$ cat src/rx_frame_pkg.sv
// constants, field layouts and carrier types for the receive-indicator framer
package rx_frame_pkg;

	// frame bytes
	localparam logic [7:0] DELIM = 8'h7e;
	localparam logic [7:0] TYPE_EXPLICIT = 8'h91;
	localparam logic [7:0] TYPE_SAMPLE = 8'h92;
	localparam logic [7:0] SAMPLE_SETS = 8'h01;
	localparam logic [7:0] CSUM_BASE = 8'hff;

	// byte offsets within a frame
	localparam logic [4:0] OFS_LEN_HI = 5'h01;
	localparam logic [4:0] OFS_LEN_LO = 5'h02;
	localparam logic [4:0] OFS_TYPE = 5'h03;
	localparam logic [4:0] OFS_ADDR64_LO = 5'h0b;
	localparam logic [4:0] OFS_NET_HI = 5'h0c;
	localparam logic [4:0] OFS_NET_LO = 5'h0d;
	localparam logic [4:0] OFS_SRC_EP = 5'h0e;
	localparam logic [4:0] OFS_DST_EP = 5'h0f;
	localparam logic [4:0] OFS_CLUSTER_HI = 5'h10;
	localparam logic [4:0] OFS_CLUSTER_LO = 5'h11;
	localparam logic [4:0] OFS_PROFILE_HI = 5'h12;
	localparam logic [4:0] OFS_PROFILE_LO = 5'h13;
	localparam logic [4:0] OFS_XOPT = 5'h14;
	localparam logic [4:0] OFS_SOPT = 5'h0e;
	localparam logic [4:0] OFS_SETS = 5'h0f;
	localparam logic [4:0] OFS_DMASK_HI = 5'h10;
	localparam logic [4:0] OFS_DMASK_LO = 5'h11;
	localparam logic [4:0] OFS_AMASK = 5'h12;

	// frame-data bytes before the variable part (offsets 3..20 and 3..18)
	localparam logic [15:0] EXPLICIT_FIXED = 16'h0012;
	localparam logic [15:0] SAMPLE_FIXED = 16'h0010;

	// field values
	localparam logic [63:0] ADDR64_UNKNOWN = 64'hffff_ffff_ffff_ffff;
	localparam logic [7:0] XOPT_USED = 8'h23;
	localparam logic [7:0] SOPT_USED = 8'h03;
	localparam logic [15:0] DMASK_USED = 16'h1cff;
	localparam logic [7:0] AMASK_USED = 8'h8f;
	localparam int ANALOG_INPUTS = 4;
	localparam int TAIL_BYTES = 10;

	// register port
	localparam int REG_AW = 8;
	localparam logic [7:0] REG_CTRL = 8'h00;
	localparam logic [7:0] REG_STATUS = 8'h04;
	localparam logic [7:0] REG_CNT_EXPLICIT = 8'h08;
	localparam logic [7:0] REG_CNT_SAMPLE = 8'h0c;
	localparam logic [7:0] REG_CNT_DROP = 8'h10;
	localparam int CTRL_EXPLICIT_BIT = 0;
	localparam int CTRL_API_BIT = 1;
	localparam logic RST_EXPLICIT = 1'b0;
	localparam logic RST_API = 1'b1;

	// header of a received radio packet
	typedef struct packed {
		logic addr64Known;
		logic [63:0] addr64;
		logic [15:0] net16;
		logic [7:0] srcEp;
		logic [7:0] dstEp;
		logic [15:0] cluster;
		logic [15:0] profile;
		logic [7:0] options;
		logic [7:0] payLen;
	} pkt_hdr_s;

	// one remote i/o sample set
	typedef struct packed {
		logic [63:0] addr64;
		logic [15:0] net16;
		logic [7:0] options;
		logic [15:0] dMask;
		logic [7:0] aMask;
		logic [15:0] dLevels;
		logic [3:0][15:0] analog;
	} smp_req_s;

	// sample bytes that follow the analog mask
	typedef struct packed {
		logic [TAIL_BYTES-1:0][7:0] bytes;
		logic [3:0] count;
	} tail_s;

	typedef enum logic [2:0] {
		PH_IDLE = 3'b000,
		PH_HEAD = 3'b001,
		PH_PAY = 3'b010,
		PH_TAIL = 3'b011,
		PH_CSUM = 3'b100,
		PH_DRAIN = 3'b101
	} phase_e;

endpackage

$ cat src/frame_checksum.sv
// running sum of frame-data bytes and the checksum byte derived from it
`timescale 1ns/1ps
module frame_checksum (
	// clock and reset
	input wire logic clock,
	input wire logic arst_n,
	// byte feed
	input wire logic clear,
	input wire logic add,
	input wire logic [7:0] data,
	// result
	output logic [7:0] csum
);

	typedef struct packed {
		logic [7:0] sum;
	} sum_state_s;

	sum_state_s state_ff;
	sum_state_s nxt_state;

	// only the low byte matters, so the sum simply wraps
	always_comb begin
		nxt_state = state_ff;
		if (clear) begin
			nxt_state.sum = 8'h00;
		end else if (add) begin
			nxt_state.sum = state_ff.sum + data;
		end
	end

	always_ff @(posedge clock or negedge arst_n) begin
		if (!arst_n) begin
			state_ff <= '0;
		end else begin
			state_ff <= nxt_state;
		end
	end

	assign csum = rx_frame_pkg::CSUM_BASE - state_ff.sum;

endmodule

$ cat src/rx_indicator_frame_builder.sv
// serial frame builder for explicit receive and i/o sample indicators
//
// The address map and the strobed register port were decided locally.
`timescale 1ns/1ps
module rx_indicator_frame_builder (
	// clock and reset
	input wire logic clock,
	input wire logic arst_n,
	// register port
	input wire logic [rx_frame_pkg::REG_AW-1:0] regAddr,
	input wire logic [31:0] regWrData,
	input wire logic regWr,
	input wire logic regRd,
	output logic [31:0] regRdData,
	// received radio packet header
	input wire logic pktValid,
	input wire rx_frame_pkg::pkt_hdr_s pktHdr,
	output logic pktReady,
	// received payload bytes
	input wire logic payValid,
	input wire logic [7:0] payData,
	output logic payReady,
	// received remote sample set
	input wire logic smpValid,
	input wire rx_frame_pkg::smp_req_s smpReq,
	output logic smpReady,
	// serial api byte stream
	output logic txValid,
	output logic [7:0] txData,
	input wire logic txReady
);

	typedef struct packed {
		rx_frame_pkg::phase_e phase;
		logic kindSample;
		logic [4:0] idx;
		logic [15:0] len;
		logic [7:0] remain;
		logic [3:0] tailPos;
		rx_frame_pkg::pkt_hdr_s hdr;
		logic [15:0] dMask;
		logic [7:0] aMask;
		rx_frame_pkg::tail_s tail;
		logic txValid;
		logic [7:0] txData;
		logic payReady;
		logic pktReady;
		logic smpReady;
		logic [31:0] regRdData;
		logic rx_indicator_format_option;
		logic apiFramed;
		logic [15:0] cntExplicit;
		logic [15:0] cntSample;
		logic [15:0] cntDrop;
	} top_s;

	top_s state_ff, nxt_state;

	rx_frame_pkg::tail_s smpTail;
	logic csumClear, csumAdd;
	logic [7:0] csumByte;

	// sample tail is built from the request while it waits to be taken
	sample_tail_packer u_packer (
		.dMask(smpReq.dMask & rx_frame_pkg::DMASK_USED),
		.aMask(smpReq.aMask & rx_frame_pkg::AMASK_USED),
		.dLevels(smpReq.dLevels),
		.analog(smpReq.analog),
		.tail(smpTail)
	);
	frame_checksum u_csum (
		.clock(clock),
		.arst_n(arst_n),
		.clear(csumClear),
		.add(csumAdd),
		.data(nxt_state.txData),
		.csum(csumByte)
	);

	// byte at a fixed offset of the frame head
	function automatic logic [7:0] headByte(
		input logic [4:0] idx,
		input logic kindSample,
		input logic [15:0] len,
		input rx_frame_pkg::pkt_hdr_s hdr,
		input logic [15:0] dMask,
		input logic [7:0] aMask
	);
		logic [7:0] b;
		b = 8'h00;
		if (idx == 5'h00) begin
			b = rx_frame_pkg::DELIM;
		end else if (idx == rx_frame_pkg::OFS_LEN_HI) begin
			b = len[15:8];
		end else if (idx == rx_frame_pkg::OFS_LEN_LO) begin
			b = len[7:0];
		end else if (idx == rx_frame_pkg::OFS_TYPE) begin
			b = kindSample ? rx_frame_pkg::TYPE_SAMPLE
				: rx_frame_pkg::TYPE_EXPLICIT;
		end else if (idx <= rx_frame_pkg::OFS_ADDR64_LO) begin
			b = hdr.addr64[8 * (rx_frame_pkg::OFS_ADDR64_LO - idx) +: 8];
		end else if (idx == rx_frame_pkg::OFS_NET_HI) begin
			b = hdr.net16[15:8];
		end else if (idx == rx_frame_pkg::OFS_NET_LO) begin
			b = hdr.net16[7:0];
		end else if (kindSample) begin
			case (idx)
				rx_frame_pkg::OFS_SOPT: b = hdr.options
					& rx_frame_pkg::SOPT_USED;
				rx_frame_pkg::OFS_SETS: b = rx_frame_pkg::SAMPLE_SETS;
				rx_frame_pkg::OFS_DMASK_HI: b = dMask[15:8];
				rx_frame_pkg::OFS_DMASK_LO: b = dMask[7:0];
				rx_frame_pkg::OFS_AMASK: b = aMask;
				default: b = 8'h00;
			endcase
		end else begin
			case (idx)
				rx_frame_pkg::OFS_SRC_EP: b = hdr.srcEp;
				rx_frame_pkg::OFS_DST_EP: b = hdr.dstEp;
				rx_frame_pkg::OFS_CLUSTER_HI: b = hdr.cluster[15:8];
				rx_frame_pkg::OFS_CLUSTER_LO: b = hdr.cluster[7:0];
				rx_frame_pkg::OFS_PROFILE_HI: b = hdr.profile[15:8];
				rx_frame_pkg::OFS_PROFILE_LO: b = hdr.profile[7:0];
				rx_frame_pkg::OFS_XOPT: b = hdr.options
					& rx_frame_pkg::XOPT_USED;
				default: b = 8'h00;
			endcase
		end
		return b;
	endfunction

	// register read value
	function automatic logic [31:0] regValue(
		input logic [rx_frame_pkg::REG_AW-1:0] addr,
		input top_s s
	);
		logic [31:0] v;
		v = 32'h0000_0000;
		case (addr)
			rx_frame_pkg::REG_CTRL: begin
				v[rx_frame_pkg::CTRL_EXPLICIT_BIT] =
					s.rx_indicator_format_option;
				v[rx_frame_pkg::CTRL_API_BIT] = s.apiFramed;
			end
			rx_frame_pkg::REG_STATUS: begin
				v[0] = (s.phase != rx_frame_pkg::PH_IDLE) || s.txValid;
				v[3:1] = s.phase;
			end
			rx_frame_pkg::REG_CNT_EXPLICIT: v[15:0] = s.cntExplicit;
			rx_frame_pkg::REG_CNT_SAMPLE: v[15:0] = s.cntSample;
			rx_frame_pkg::REG_CNT_DROP: v[15:0] = s.cntDrop;
			default: v = 32'h0000_0000;
		endcase
		return v;
	endfunction

	logic slotFree, payTake, pktTake, smpTake;
	// the output byte slot may be refilled once the host has taken it
	assign slotFree = !state_ff.txValid || txReady;
	assign payTake = payValid && state_ff.payReady;
	assign pktTake = state_ff.phase == rx_frame_pkg::PH_IDLE
		&& pktValid && state_ff.pktReady;
	assign smpTake = state_ff.phase == rx_frame_pkg::PH_IDLE
		&& smpValid && state_ff.smpReady;
	// next state: register port, byte slot and framing phase
	always_comb begin
		nxt_state = state_ff;
		csumClear = 1'b0;
		csumAdd = 1'b0;
		// register port: data valid only in the cycle after the read
		nxt_state.regRdData = regRd ? regValue(regAddr, state_ff)
			: 32'h0000_0000;
		if (regWr && regAddr == rx_frame_pkg::REG_CTRL) begin
			nxt_state.rx_indicator_format_option =
				regWrData[rx_frame_pkg::CTRL_EXPLICIT_BIT];
			nxt_state.apiFramed = regWrData[rx_frame_pkg::CTRL_API_BIT];
		end
		// the host took the byte on offer
		if (state_ff.txValid && txReady) begin
			nxt_state.txValid = 1'b0;
		end
		case (state_ff.phase)
			rx_frame_pkg::PH_IDLE: begin
				if (pktTake) begin
					nxt_state.hdr = pktHdr;
					nxt_state.remain = pktHdr.payLen;
					nxt_state.idx = 5'h00;
					nxt_state.kindSample = 1'b0;
					nxt_state.len = rx_frame_pkg::EXPLICIT_FIXED
						+ {8'h00, pktHdr.payLen};
					if (!pktHdr.addr64Known) begin
						nxt_state.hdr.addr64 = rx_frame_pkg::ADDR64_UNKNOWN;
					end
					// only explicit mode frames a packet
					if (state_ff.rx_indicator_format_option) begin
						nxt_state.phase = rx_frame_pkg::PH_HEAD;
						csumClear = 1'b1;
					end else begin
						// standard receive frames are not built here
						nxt_state.cntDrop = state_ff.cntDrop + 16'h0001;
						if (pktHdr.payLen != 8'h00) begin
							nxt_state.phase = rx_frame_pkg::PH_DRAIN;
						end
					end
				end else if (smpTake) begin
					nxt_state.hdr = '0;
					nxt_state.hdr.addr64 = smpReq.addr64;
					nxt_state.hdr.net16 = smpReq.net16;
					nxt_state.hdr.options = smpReq.options;
					nxt_state.dMask = smpReq.dMask & rx_frame_pkg::DMASK_USED;
					nxt_state.aMask = smpReq.aMask & rx_frame_pkg::AMASK_USED;
					nxt_state.tail = smpTail;
					nxt_state.tailPos = 4'h0;
					nxt_state.idx = 5'h00;
					nxt_state.kindSample = 1'b1;
					nxt_state.len = rx_frame_pkg::SAMPLE_FIXED
						+ {12'h000, smpTail.count};
					// and only in framed api mode
					if (!state_ff.rx_indicator_format_option
						&& state_ff.apiFramed) begin
						nxt_state.phase = rx_frame_pkg::PH_HEAD;
						csumClear = 1'b1;
					end else begin
						nxt_state.cntDrop = state_ff.cntDrop + 16'h0001;
					end
				end
			end
			rx_frame_pkg::PH_HEAD: begin
				// one byte per free slot, offsets ascend
				if (slotFree) begin
					nxt_state.txData = headByte(state_ff.idx,
						state_ff.kindSample, state_ff.len, state_ff.hdr,
						state_ff.dMask, state_ff.aMask);
					nxt_state.txValid = 1'b1;
					nxt_state.idx = state_ff.idx + 5'h01;
					csumAdd = state_ff.idx >= rx_frame_pkg::OFS_TYPE;
					if (state_ff.kindSample
						&& state_ff.idx == rx_frame_pkg::OFS_AMASK) begin
						nxt_state.phase = (state_ff.tail.count != 4'h0)
							? rx_frame_pkg::PH_TAIL : rx_frame_pkg::PH_CSUM;
					end else if (!state_ff.kindSample
						&& state_ff.idx == rx_frame_pkg::OFS_XOPT) begin
						nxt_state.phase = (state_ff.remain != 8'h00)
							? rx_frame_pkg::PH_PAY : rx_frame_pkg::PH_CSUM;
					end
				end
			end
			rx_frame_pkg::PH_PAY: begin
				// payload passes through from offset 21
				if (payTake) begin
					nxt_state.txData = payData;
					nxt_state.txValid = 1'b1;
					nxt_state.remain = state_ff.remain - 8'h01;
					csumAdd = 1'b1;
					if (state_ff.remain == 8'h01) begin
						nxt_state.phase = rx_frame_pkg::PH_CSUM;
					end
				end
			end
			rx_frame_pkg::PH_TAIL: begin
				if (slotFree) begin
					nxt_state.txData = state_ff.tail.bytes[state_ff.tailPos];
					nxt_state.txValid = 1'b1;
					nxt_state.tailPos = state_ff.tailPos + 4'h1;
					csumAdd = 1'b1;
					if (state_ff.tailPos + 4'h1 == state_ff.tail.count) begin
						nxt_state.phase = rx_frame_pkg::PH_CSUM;
					end
				end
			end
			rx_frame_pkg::PH_CSUM: begin
				if (slotFree) begin
					nxt_state.txData = csumByte;
					nxt_state.txValid = 1'b1;
					nxt_state.phase = rx_frame_pkg::PH_IDLE;
					if (state_ff.kindSample) begin
						nxt_state.cntSample = state_ff.cntSample + 16'h0001;
					end else begin
						nxt_state.cntExplicit = state_ff.cntExplicit
							+ 16'h0001;
					end
				end
			end
			rx_frame_pkg::PH_DRAIN: begin
				// dropped payload is consumed so the source never jams
				if (payTake) begin
					nxt_state.remain = state_ff.remain - 8'h01;
					if (state_ff.remain == 8'h01) begin
						nxt_state.phase = rx_frame_pkg::PH_IDLE;
					end
				end
			end
			default: begin
				nxt_state.phase = rx_frame_pkg::PH_IDLE;
			end
		endcase
		// payload ready while the slot stays empty, at half rate; ready every cycle while draining
		nxt_state.payReady = (nxt_state.phase == rx_frame_pkg::PH_PAY
			&& !nxt_state.txValid)
			|| nxt_state.phase == rx_frame_pkg::PH_DRAIN;
		// requests alternate so that at most one ready is ever high
		if (nxt_state.phase == rx_frame_pkg::PH_IDLE && !pktTake
			&& !smpTake) begin
			nxt_state.pktReady = !state_ff.pktReady;
			nxt_state.smpReady = state_ff.pktReady;
		end else begin
			nxt_state.pktReady = 1'b0;
			nxt_state.smpReady = 1'b0;
		end
	end
	// state register; idle phase is code zero, control bits have own reset
	always_ff @(posedge clock or negedge arst_n) begin
		if (!arst_n) begin
			state_ff <= '0;
			state_ff.rx_indicator_format_option <=
				rx_frame_pkg::RST_EXPLICIT;
			state_ff.apiFramed <= rx_frame_pkg::RST_API;
		end else begin
			state_ff <= nxt_state;
		end
	end

	assign regRdData = state_ff.regRdData;
	assign pktReady = state_ff.pktReady;
	assign smpReady = state_ff.smpReady;
	assign payReady = state_ff.payReady;
	assign txValid = state_ff.txValid;
	assign txData = state_ff.txData;
endmodule

$ cat src/sample_tail_packer.sv
// packs digital levels and enabled analog results into the sample tail
`timescale 1ns/1ps
module sample_tail_packer (
	// sample set
	input wire logic [15:0] dMask,
	input wire logic [7:0] aMask,
	input wire logic [15:0] dLevels,
	input wire logic [3:0][15:0] analog,
	// packed bytes
	output rx_frame_pkg::tail_s tail
);

	// digital pair only when some line is enabled, then analog in order
	always_comb begin
		logic [15:0] levels;
		logic [3:0] n;
		levels = 16'h0000;
		n = 4'h0;
		tail = '0;
		if (dMask != 16'h0000) begin
			levels = dLevels & dMask;
			tail.bytes[0] = levels[15:8];
			tail.bytes[1] = levels[7:0];
			n = 4'h2;
		end
		for (int i = 0; i < rx_frame_pkg::ANALOG_INPUTS; i++) begin
			if (aMask[i]) begin
				tail.bytes[n] = analog[i][15:8];
				tail.bytes[n + 4'h1] = analog[i][7:0];
				n = n + 4'h2;
			end
		end
		tail.count = n;
	end

endmodule
$ cat config.mk
export PLATFORM = sky130hd
export DESIGN_NAME = rx_indicator_frame_builder
export DESIGN_NICKNAME = d
export VERILOG_FILES = /design/src/rx_frame_pkg.sv /design/src/frame_checksum.sv /design/src/rx_indicator_frame_builder.sv /design/src/sample_tail_packer.sv
export SDC_FILE = /design/constraint.sdc
export NUM_CORES = 1
export LEC_CHECK = 0
export BUFFER_PORTS_ARGS = -buffer_cell sky130_fd_sc_hd__buf_2
export CORE_ASPECT_RATIO = 1.1
export CORE_MARGIN = 4
export CORE_UTILIZATION = 56
export DETAILED_ROUTE_END_ITERATION = 12
export HOLD_SLACK_MARGIN = 0.06
export PLACE_DENSITY_LB_ADDON = 0.3
export SYNTH_ARGS = -nofsm -noshare
export SYNTH_HDL_FRONTEND = slang
export SYNTH_HIERARCHICAL = 1
export SYNTH_SLANG_ARGS = --single-unit
$ cat constraint.sdc
create_clock -name clock -period 5.6 [get_ports clock]
set_input_delay 0.28 -clock clock [delete_from_list [all_inputs] [get_ports clock]]
set_output_delay 0.28 -clock clock [all_outputs]
set_load 0.02 [all_outputs]
# [After elaboration in Yosys (flattened, before gate mapping)]
# Index checks and enable logic that the tools add are counted.
[totals] input_bits=393 ff_bits=357 elab_cells=270 out_inout_bits=44
[op_classes] n_reduce_logical=54 eq_ne=34 magnitude_cmp=19 add_sub_neg=19 mux=102 bitwise=3 shifts=1
[op_table] cell="$bwmux W80" count=8
[op_table] cell="$mux W80" count=4
[op_table] cell="$mux W257" count=1
[op_table] cell="$demux W8 S4" count=8
[op_table] cell="$mux W8" count=21
[op_table] cell="$mux W144" count=1
[op_table] cell="$mux W16" count=6
[op_table] cell="$mux W64" count=1
[op_table] cell="$shiftx A64 B33 Y8" count=1
[op_table] cell="$pmux W8 S7" count=1
[op_table] cell="$mux W25" count=2
[op_table] cell="$add A16 B1 Y16 const B" count=3
[op_table] cell="$mux W3" count=15
[op_table] cell="$lt A4 B5 Y1 const B" count=8
[op_table] cell="$pmux W8 S5" count=1
[op_table] cell="$mux W9" count=4
[op_table] cell="$pmux W12 S3" count=1
[op_table] cell="$pmux W9 S4" count=1
[op_table] cell="$bmux W8 S4" count=1
[op_table] cell="$ge A4 B1 Y1 const B" count=7
[op_table] cell="$eq A5 B5 Y1 const B" count=5
[op_table] cell="$mux W4" count=6
[op_table] cell="$logic_and A1 B1 Y1" count=21
[op_table] cell="$eq A5 B4 Y1 const B" count=4
[op_table] cell="other kinds (54)" count=101

# [Logic depth before layout (Yosys ltp)]
# Gate-level depths: netlist (run 1).
[depth] depth_word=21 ltp_mapped=20

# [Hierarchy]
# The synthesis (run 1) kept the hierarchy.
[modules_own_cells] module="rx_indicator_frame_builder" area_each_um2=17914.7 instances=1 seq_area_each_um2=8484.4 cells_per_inst=1736
[modules_own_cells] module="sample_tail_packer" area_each_um2=3022.9 instances=1 seq_area_each_um2=0.0 cells_per_inst=437
[modules_own_cells] module="frame_checksum" area_each_um2=679.4 instances=1 seq_area_each_um2=200.2 cells_per_inst=74

# [Worst setup path after synthesis (run 1)]
# OpenSTA, ideal clock, no wires.
[synth_timing] path_kind="flip-flop to flip-flop" start="reg state_ff[376] (netlist name)" end="reg u_csum/state_ff[6] (netlist name)" arrival_time_ns=4.326 required_time_ns=5.474 stages_incl_launch_ff=19 setup_slack_ns=1.147 n_path_buf=3 cell_sequence="dfrtp_1 > clkbuf_1 > buf_1 > inv_1 > ha_1 > clkbuf_1 > a22o_1 > a2111o_1 > o211ai_1 > a211oi_1 > a2111oi_0 > nor2_1 > ha_1 > fa_1 > a21o_1 > a21oi_1 > o21ai_1 > mux2i_1 > a311o_1"
[synth_lines] item="start: declaration" line="rx_indicator_frame_builder.sv:57" rtl="top_s state_ff, nxt_state;"
[synth_lines] item="start signal: assignment" line="rx_indicator_frame_builder.sv:319" rtl="state_ff <= nxt_state;"
[synth_lines] item="end signal: assignment" line="frame_checksum.sv:36" rtl="state_ff <= nxt_state;"
[synth_lines] item="end: declaration" line="frame_checksum.sv:19" rtl="sum_state_s state_ff;"

==> summary.md, run 1 <==
| Metric | Value |
|---|---|
| Status | finished clean |
| Asr flop ratio synth | 1.00 |
| RePlAce Congestion | 0.938 |
| Worst Hold Launch | pktHdr[143] |
| Final Setup Violations | 0 |
| Hold depth | 3 |
| Peak supply drop | 351 uV |
| Synth unique cells | 97 |
| Tmin final | 4.76 ns |
| Largest cells by area after synthesis | dfrtp_1 40%, mux2_2 7.1%, nand2_1 5.2% |
| H-Tree Depth | 2 |
| Synthesis Warnings | 6 |
| Largest net degree at the start of global routing | 125 |
| Commonest non-fill, non-tap cells in the layout | 371 x buf_2, 346 x dfrtp_1, 299 x nand2_1 |
| Setup repair bufs after CTS | 0 |
| WL per Instance | 23.3 um |
| Root Driver | clkbuf_16 |
| GR Overflow Total | 0 |
| CP required | 6.06 ns |
| Sequential fraction of the synthesis area | 0.402 |
| Routed vias | 21,087 |
| Drt drc | 0 |
| Vias in the first global route | 21,119 |
| First-pass GRT wire length | 118,000 um |
| Die Span X | 195 um |
| CTS clk-pin slew, worst paths | 0.06 ns |
| Antenna viol nets, final | 0 |
| Worst Tran Pin Value | 1.33 ns |
| Die Y | 214 um |
| Layout area overhead | 24.9% |
| Crit path DAT | 5.22 ns |
| Crit end category | flop |
| Int Power | 7.35 mW |
| Clock Skew | 0.0240 ns |
| CTS tree | done |
| Main flop type after synthesis | dfrtp_1 |
| Largest family of logic cells by synthesized area | compound AO/OA/AOI/OAI gates |
| Hold WC Path Type | input pin to flop |
| Hold Fails Final Rpt | 0 |
| HPWL after detailed placement | 49,900 um |
| Final net count | 3,155 |
| I/O pin count | 437 |
| Leading area contributor after synthesis | dfrtp_1 |
| Initial Util | 0.567 |
| Reg-to-Reg Start | state_ff[377] |
| CTS max path bufs | 3 |
| Share of the synthesized area in the top cell type | 0.401 |
| Core area | 0.0381 mm2 |
| Hold WS | 0.0698 ns |
| Max-slew violation count | 0 |
| Detailed-route wire length | 75,900 um |
| Max_slew headroom | 0.108 |
| Max_cap viols | 0 |
| Layout cells sized above 1 | 0.242 |
| Critical path class | flop to flop |
| Full die area | 0.0418 mm2 |
| Cells after Synth | 2,247 |
| Leakage power | 12.3 nW |
| Post-route cell area | 0.0270 mm2 |
| Post-Route Utilization | 0.709 |
| Port bufs | 372 |
| Post-synthesis compound-gate area fraction | 0.184 |
| CTS buffer count | 39 |
| Post-synth EDFFs | 0 |
| Switch Pwr | 4.41 mW |
| Mux contribution to synthesized area | 0.140 |
| Most common cell after layout, fill and taps aside | buf_2 |
| Seq pwr share | 0.361 |
| Yosys reg bits | 347 |
| Initial DRT Pass Iterations | 6 |
| CTS Sinks | 347 |
| Row count | 75 |
| Initial drt markers | 2,362 |
| RSZ-0062 raised after global routing | no |
| R2R cell count | 13 |
| Switching share of power | 0.375 |
| Startpoint Class | flop |
| Syn Area/Cell | 9.62 um2 |
| Post-DR vias/cell | 6.48 |
| Crit path max fanout | 11 |
| Clock network power share | 0.215 |
| Synth Area in Simple Gates | 0.169 |
| Tcrit/Tclk final | 0.850 |
| Antenna violations before repair | 3 |
| XOR/XNOR share of the synthesized area | 0.0272 |
| Synthesized area | 0.0216 mm2 |
| Setup TNS | 0 ns |
| Max Clock Freq | 210 MHz |
| Synth Area in Adders | 0.0198 |
| Combinational share of power | 0.423 |
| Power Density | 435 mW/mm2 |
| Total Routing Usage GR | 0.351 |
| Cell Area, Placed | 0.0235 mm2 |
| Worst-skew pair later-pin latency | 0.55 ns |
| Worst setup path start | state_ff[377] |
## flip-flops by register name, summed over array words and instances (netlist names)
name,cells
u_csum/state_ff,8
pktReady,1
txValid,1
txData,8
regRdData,16
payReady,1
smpReady,1
state_ff,311
## stage by stage
stage | worst slack, ns | instances | power (mW)
3_3_place_gp | 1.16 | 2962 | 8.23
3_5_place_dp | 1.04 | 2962 | 8.36
5_1_grt | 0.663 | 3254 | 12.4
4_1_cts | 1.01 | 3251 | 11.5
2_1_floorplan | 1.15 | 2272 | 7.03
6_report | 0.842 | 3254 | 11.8
## logic make-up after synthesis
kind of cell | Yosys count
simple gates | 723
compound gates | 562
flops | 347
buf+inv | 269
mux | 246
xor+xnor | 65
fa+ha+maj | 33
other cells | 2
## layout make-up
| class | count | area [um2] |
|---|---|---|
| diodes | 3 | 7.51 |
| clock buffers | 56 | 1170 |
| clock inverters | 7 | 68.8 |
| fillers | 2791 | 11100 |
| inverters | 56 | 210 |
| multi-input cells | 1656 | 11800 |
| flip-flops and latches | 347 | 8680 |
| well taps | 500 | 626 |
| repair buffers | 629 | 4390 |
## critical path, cell delays in order, from the launching register on
cell       delay (ns)
dfrtp_1          0.51
inv_2            0.29
ha_1             0.45
and2_1           0.52
o21ai_0          0.22
a211oi_1         0.52
o221ai_1         0.21
a221o_1          0.36
a211oi_1         0.60
nand2_1          0.15
nand4bb_1        0.22
mux2_4           0.28
and3_1           0.18
nor3_2           0.14
## layer usage
layer / GRT usage / vias up / share of wire / wire length (um)
met3: 0.0759 / 266 / 0.095 / 7250
li1: - / 9200 / - / -
met4: 0.148 / 0 / 0.046 / 3480
met2: 0.554 / 1379 / 0.46 / 35300
met5: 0 / - / 0 / 0
met1: 0.473 / 10242 / 0.39 / 29900
## power by group through the flow
stage	Clock, mW	Combinational (mW)	Sequential, mW
after global routing	2.66	5.38	4.31
after detailed placement	0	4.16	4.21
after global placement	0	4.06	4.17
final	2.53	4.98	4.25
after CTS	2.54	4.80	4.18
after floorplan	0	3.17	3.87
## cells in the mapped netlist, drive strengths merged (55+ instances only)
cell type	n
dfrtp	346
nand2	301
mux2	139
clkbuf	121
a31oi	110
buf	92
nor2	86
o21ai	81
mux2i	77
a22o	76
nor3b	70
a21oi	65
nand3	57
inv	55
## worst paths after layout
kind                                       to  slack (ns)
max in group asynchronous       state_ff[103]        4.04
hold / removal                  state_ff[345]        0.07
setup / recovery           u_csum/state_ff[7]        0.84
hold reg to reg                  state_ff[15]        0.48
setup reg to reg           u_csum/state_ff[7]        0.84
min in group asynchronous       state_ff[229]        0.35
## timing repair
item | CTS | global route
hold endpoints to repair | 250 | 0
hold buffers | 226 | 0
setup endpoints to repair | 0 | 0
gates resized for setup | 0 | 0
No activity file was read; power rests on OpenSTA's default activity.
==> run 2: changes to the inputs <==
==> constraint.sdc (replaced) <==
create_clock -name clock -period 4.6 [get_ports clock]
set_input_delay 0.23 -clock clock [delete_from_list [all_inputs] [get_ports clock]]
set_output_delay 0.23 -clock clock [all_outputs]
set_load 0.02 [all_outputs]
==> summary.md, run 2 (synthesis results as in run 1) <==
| Metric | Value |
|---|---|
| Status | finished clean |
| I/O pin count | 437 (unchanged) |
| Max-slew violation count | 0 (unchanged) |
| Core area | 0.0381 mm2 (unchanged) |
| Port bufs | 372 (unchanged) |
| Detailed-route wire length | 75,900 um (about the same) |
| Reg-to-Reg Start | state_ff[377] |
| Total Routing Usage GR | 0.353 (+0.00184) |
| Power Density | 531 mW/mm2 (+22%) |
| Leakage power | 12.5 nW (+1.6%) |
| Largest net degree at the start of global routing | 182 (+46%) |
| WP buf/inv | 0 (-1) |
| Initial Util | 0.567 (unchanged) |
| RePlAce Congestion | 0.986 (+5.1%) |
| Biggest register | state_ff |
| Hold depth | 3 (unchanged) |
| Vias in the first global route | 21,310 (+0.90%) |
| CTS clk-pin slew, worst paths | 0.07 ns (about the same) |
| First-pass GRT wire length | 119,000 um (+0.63%) |
| Worst Tran Pin Value | 1.24 ns (-0.0949 ns) |
| CP required | 5.00 ns (-1.06 ns) |
| Cell Area, Placed | 0.0237 mm2 (+0.72%) |
| Post-Route Utilization | 0.718 (+0.00956) |
| R2R cell count | 16 (+3) |
| Setup repair bufs after CTS | 0 (unchanged) |
| CTS max path bufs | 3 (unchanged) |
| CTS tree | done |
| Crit path max fanout | 10 (-1) |
| Max_cap viols | 0 (unchanged) |
| Critical Path Max Stage Delay | 0.51 ns (-0.09 ns) |
| Antenna violations before repair | 5 (+2) |
| Critical path's top delay family | compound AO/OA/AOI/OAI gates |
| RSZ-0062 raised after global routing | no |
| CTS buffer count | 39 (unchanged) |
| Critical-path cell list | ha_1, and2_1, ha_1, and2_1, a221o_1, o211ai_1, a211oi_1, a2111oi_1, nor2_1, ha_1, fa_1, a21o_1, a21oi_1, o21ai_1, mux2i_1, a311o_1 |
| Worst path depth | 16 (+3) |
| Full die area | 0.0418 mm2 (unchanged) |
| Worst setup path start | state_ff[377] |
| Initial drt markers | 2,291 (-3.0%) |
| Hold WC Path Type | input pin to flop |
| Routed vias | 21,163 (+0.36%) |
| GR Overflow Total | 0 (unchanged) |
| Slowest library cell on the worst path | dfrtp_1 |
| Initial DRT Pass Iterations | 9 (+3) |
| Max_slew headroom | 0.168 (+0.0597) |
| Final Setup Violations | 0 (unchanged) |
| Most used cell, CP | ha_1 |
| Tmin final | 4.37 ns (-0.386 ns) |
| Commonest non-fill, non-tap cells in the layout | 371 x buf_2, 346 x dfrtp_1, 299 x nand2_1 |
| Die Span X | 195 um (unchanged) |
| Crit path DAT | 4.78 ns (-0.44 ns) |
| Worst-skew pair later-pin latency | 0.54 ns (about the same) |
| Die Y | 214 um (unchanged) |
| Drt drc | 0 (unchanged) |
| Setup TNS | 0 ns (unchanged) |
| Max Clock Freq | 229 MHz (+8.8%) |
| Post-route cell area | 0.0274 mm2 (+1.3%) |
| Worst Hold Launch | pktHdr[4] |
| Layout area overhead | 26.6% |
| Most common cell after layout, fill and taps aside | buf_2 |
| Final net count | 3,188 (+1.0%) |
| WL per Instance | 23.0 um (-1.3%) |
| CTS Sinks | 347 (unchanged) |
| HPWL after detailed placement | 50,800 um (+1.9%) |
| Largest register FFs | 311 (unchanged) |
| Clock Skew | 0.0239 ns (-0.000101 ns) |
| Crit end category | flop |
| Post-DR vias/cell | 6.42 (-0.86%) |
| Layout cells sized above 1 | 0.250 (+0.00763) |
| Hold Fails Final Rpt | 0 (unchanged) |
| Critical path class | flop to flop |
| Tcrit/Tclk final | 0.950 (+0.101) |
| Antenna viol nets, final | 0 (unchanged) |
| H-Tree Depth | 2 (unchanged) |
| Root Driver | clkbuf_16 |
| Startpoint Class | flop |
| Row count | 75 (unchanged) |
| Peak supply drop | 358 uV (+2.0%) |
-- run 2: cell count changes in the layout (fill, tap and decap cells not counted), moves of 2 or more --
| cell | change |
|---|---|
| buf_4 | +20 |
| dlygate4sd3_1 | +12 |
| clkbuf_8 | +5 |
| clkinv_2 | +2 |
-- run 2: area by class of cell --
| class | instances | area [um2] |
|---|---|---|
| clock inverter | 10 | 66.3 |
| multi-input combinational | 1656 | 11800 |
| antenna | 3 | 7.51 |
| inverter | 56 | 210 |
| timing repair buffer | 662 | 4680 |
| fill | 2714 | 10700 |
| sequential | 347 | 8680 |
| clock buffer | 60 | 1240 |
| tap | 500 | 626 |
-- run 2: path summary, 6_finish.rpt --
path                                       to  slack [ns]
max in group asynchronous        state_ff[43]        3.13
setup reg to reg           u_csum/state_ff[6]        0.23
hold / removal                  state_ff[363]        0.12
min in group asynchronous       state_ff[224]        0.29
hold reg to reg                  state_ff[47]        0.48
setup / recovery           u_csum/state_ff[6]        0.23
-- run 2: power breakdown --
part | switching, mW | leakage [nW] | internal [mW] | total, mW
registers | 0.990 | 4.35 | 4.18 | 5.17
logic | 3.17 | 7.48 | 3.06 | 6.23
clock network | 1.29 | 0.645 | 1.86 | 3.15
total | 5.45 | 12.5 | 9.09 | 14.5
-- run 2: per-layer routing --
metal,vias up,track usage,share of wire
li1,9268,-,-
met1,10293,0.482,0.40
met2,1331,0.562,0.46
met3,267,0.0654,0.093
met4,4,0.142,0.046
met5,-,0,0.00038
-- run 2: stage by stage --
step | total power, mW | setup WS [ns] | cells | hold WS (ns)
floorplan | 8.56 | 0.147 | 2272 | -0.0656
global placement | 10.1 | 0.414 | 2983 | 0.300
detailed placement | 10.3 | 0.353 | 2983 | 0.300
CTS | 14.3 | 0.304 | 3291 | 0.0947
global route | 15.3 | 0.0557 | 3294 | 0.126
finish | 14.5 | 0.228 | 3294 | 0.118
-- run 2: tightest hold or removal path: stages --
cell and delay [ns]:
buf_2 0.16, xor2_1 0.10, a21oi_1 0.13
-- run 2: timing repair --
action                                  CTS  global route
endpoints found under the setup margin    0             1
resized for setup                         0             3
hold buffers                            238             0
hold endpoints to repair                260             0
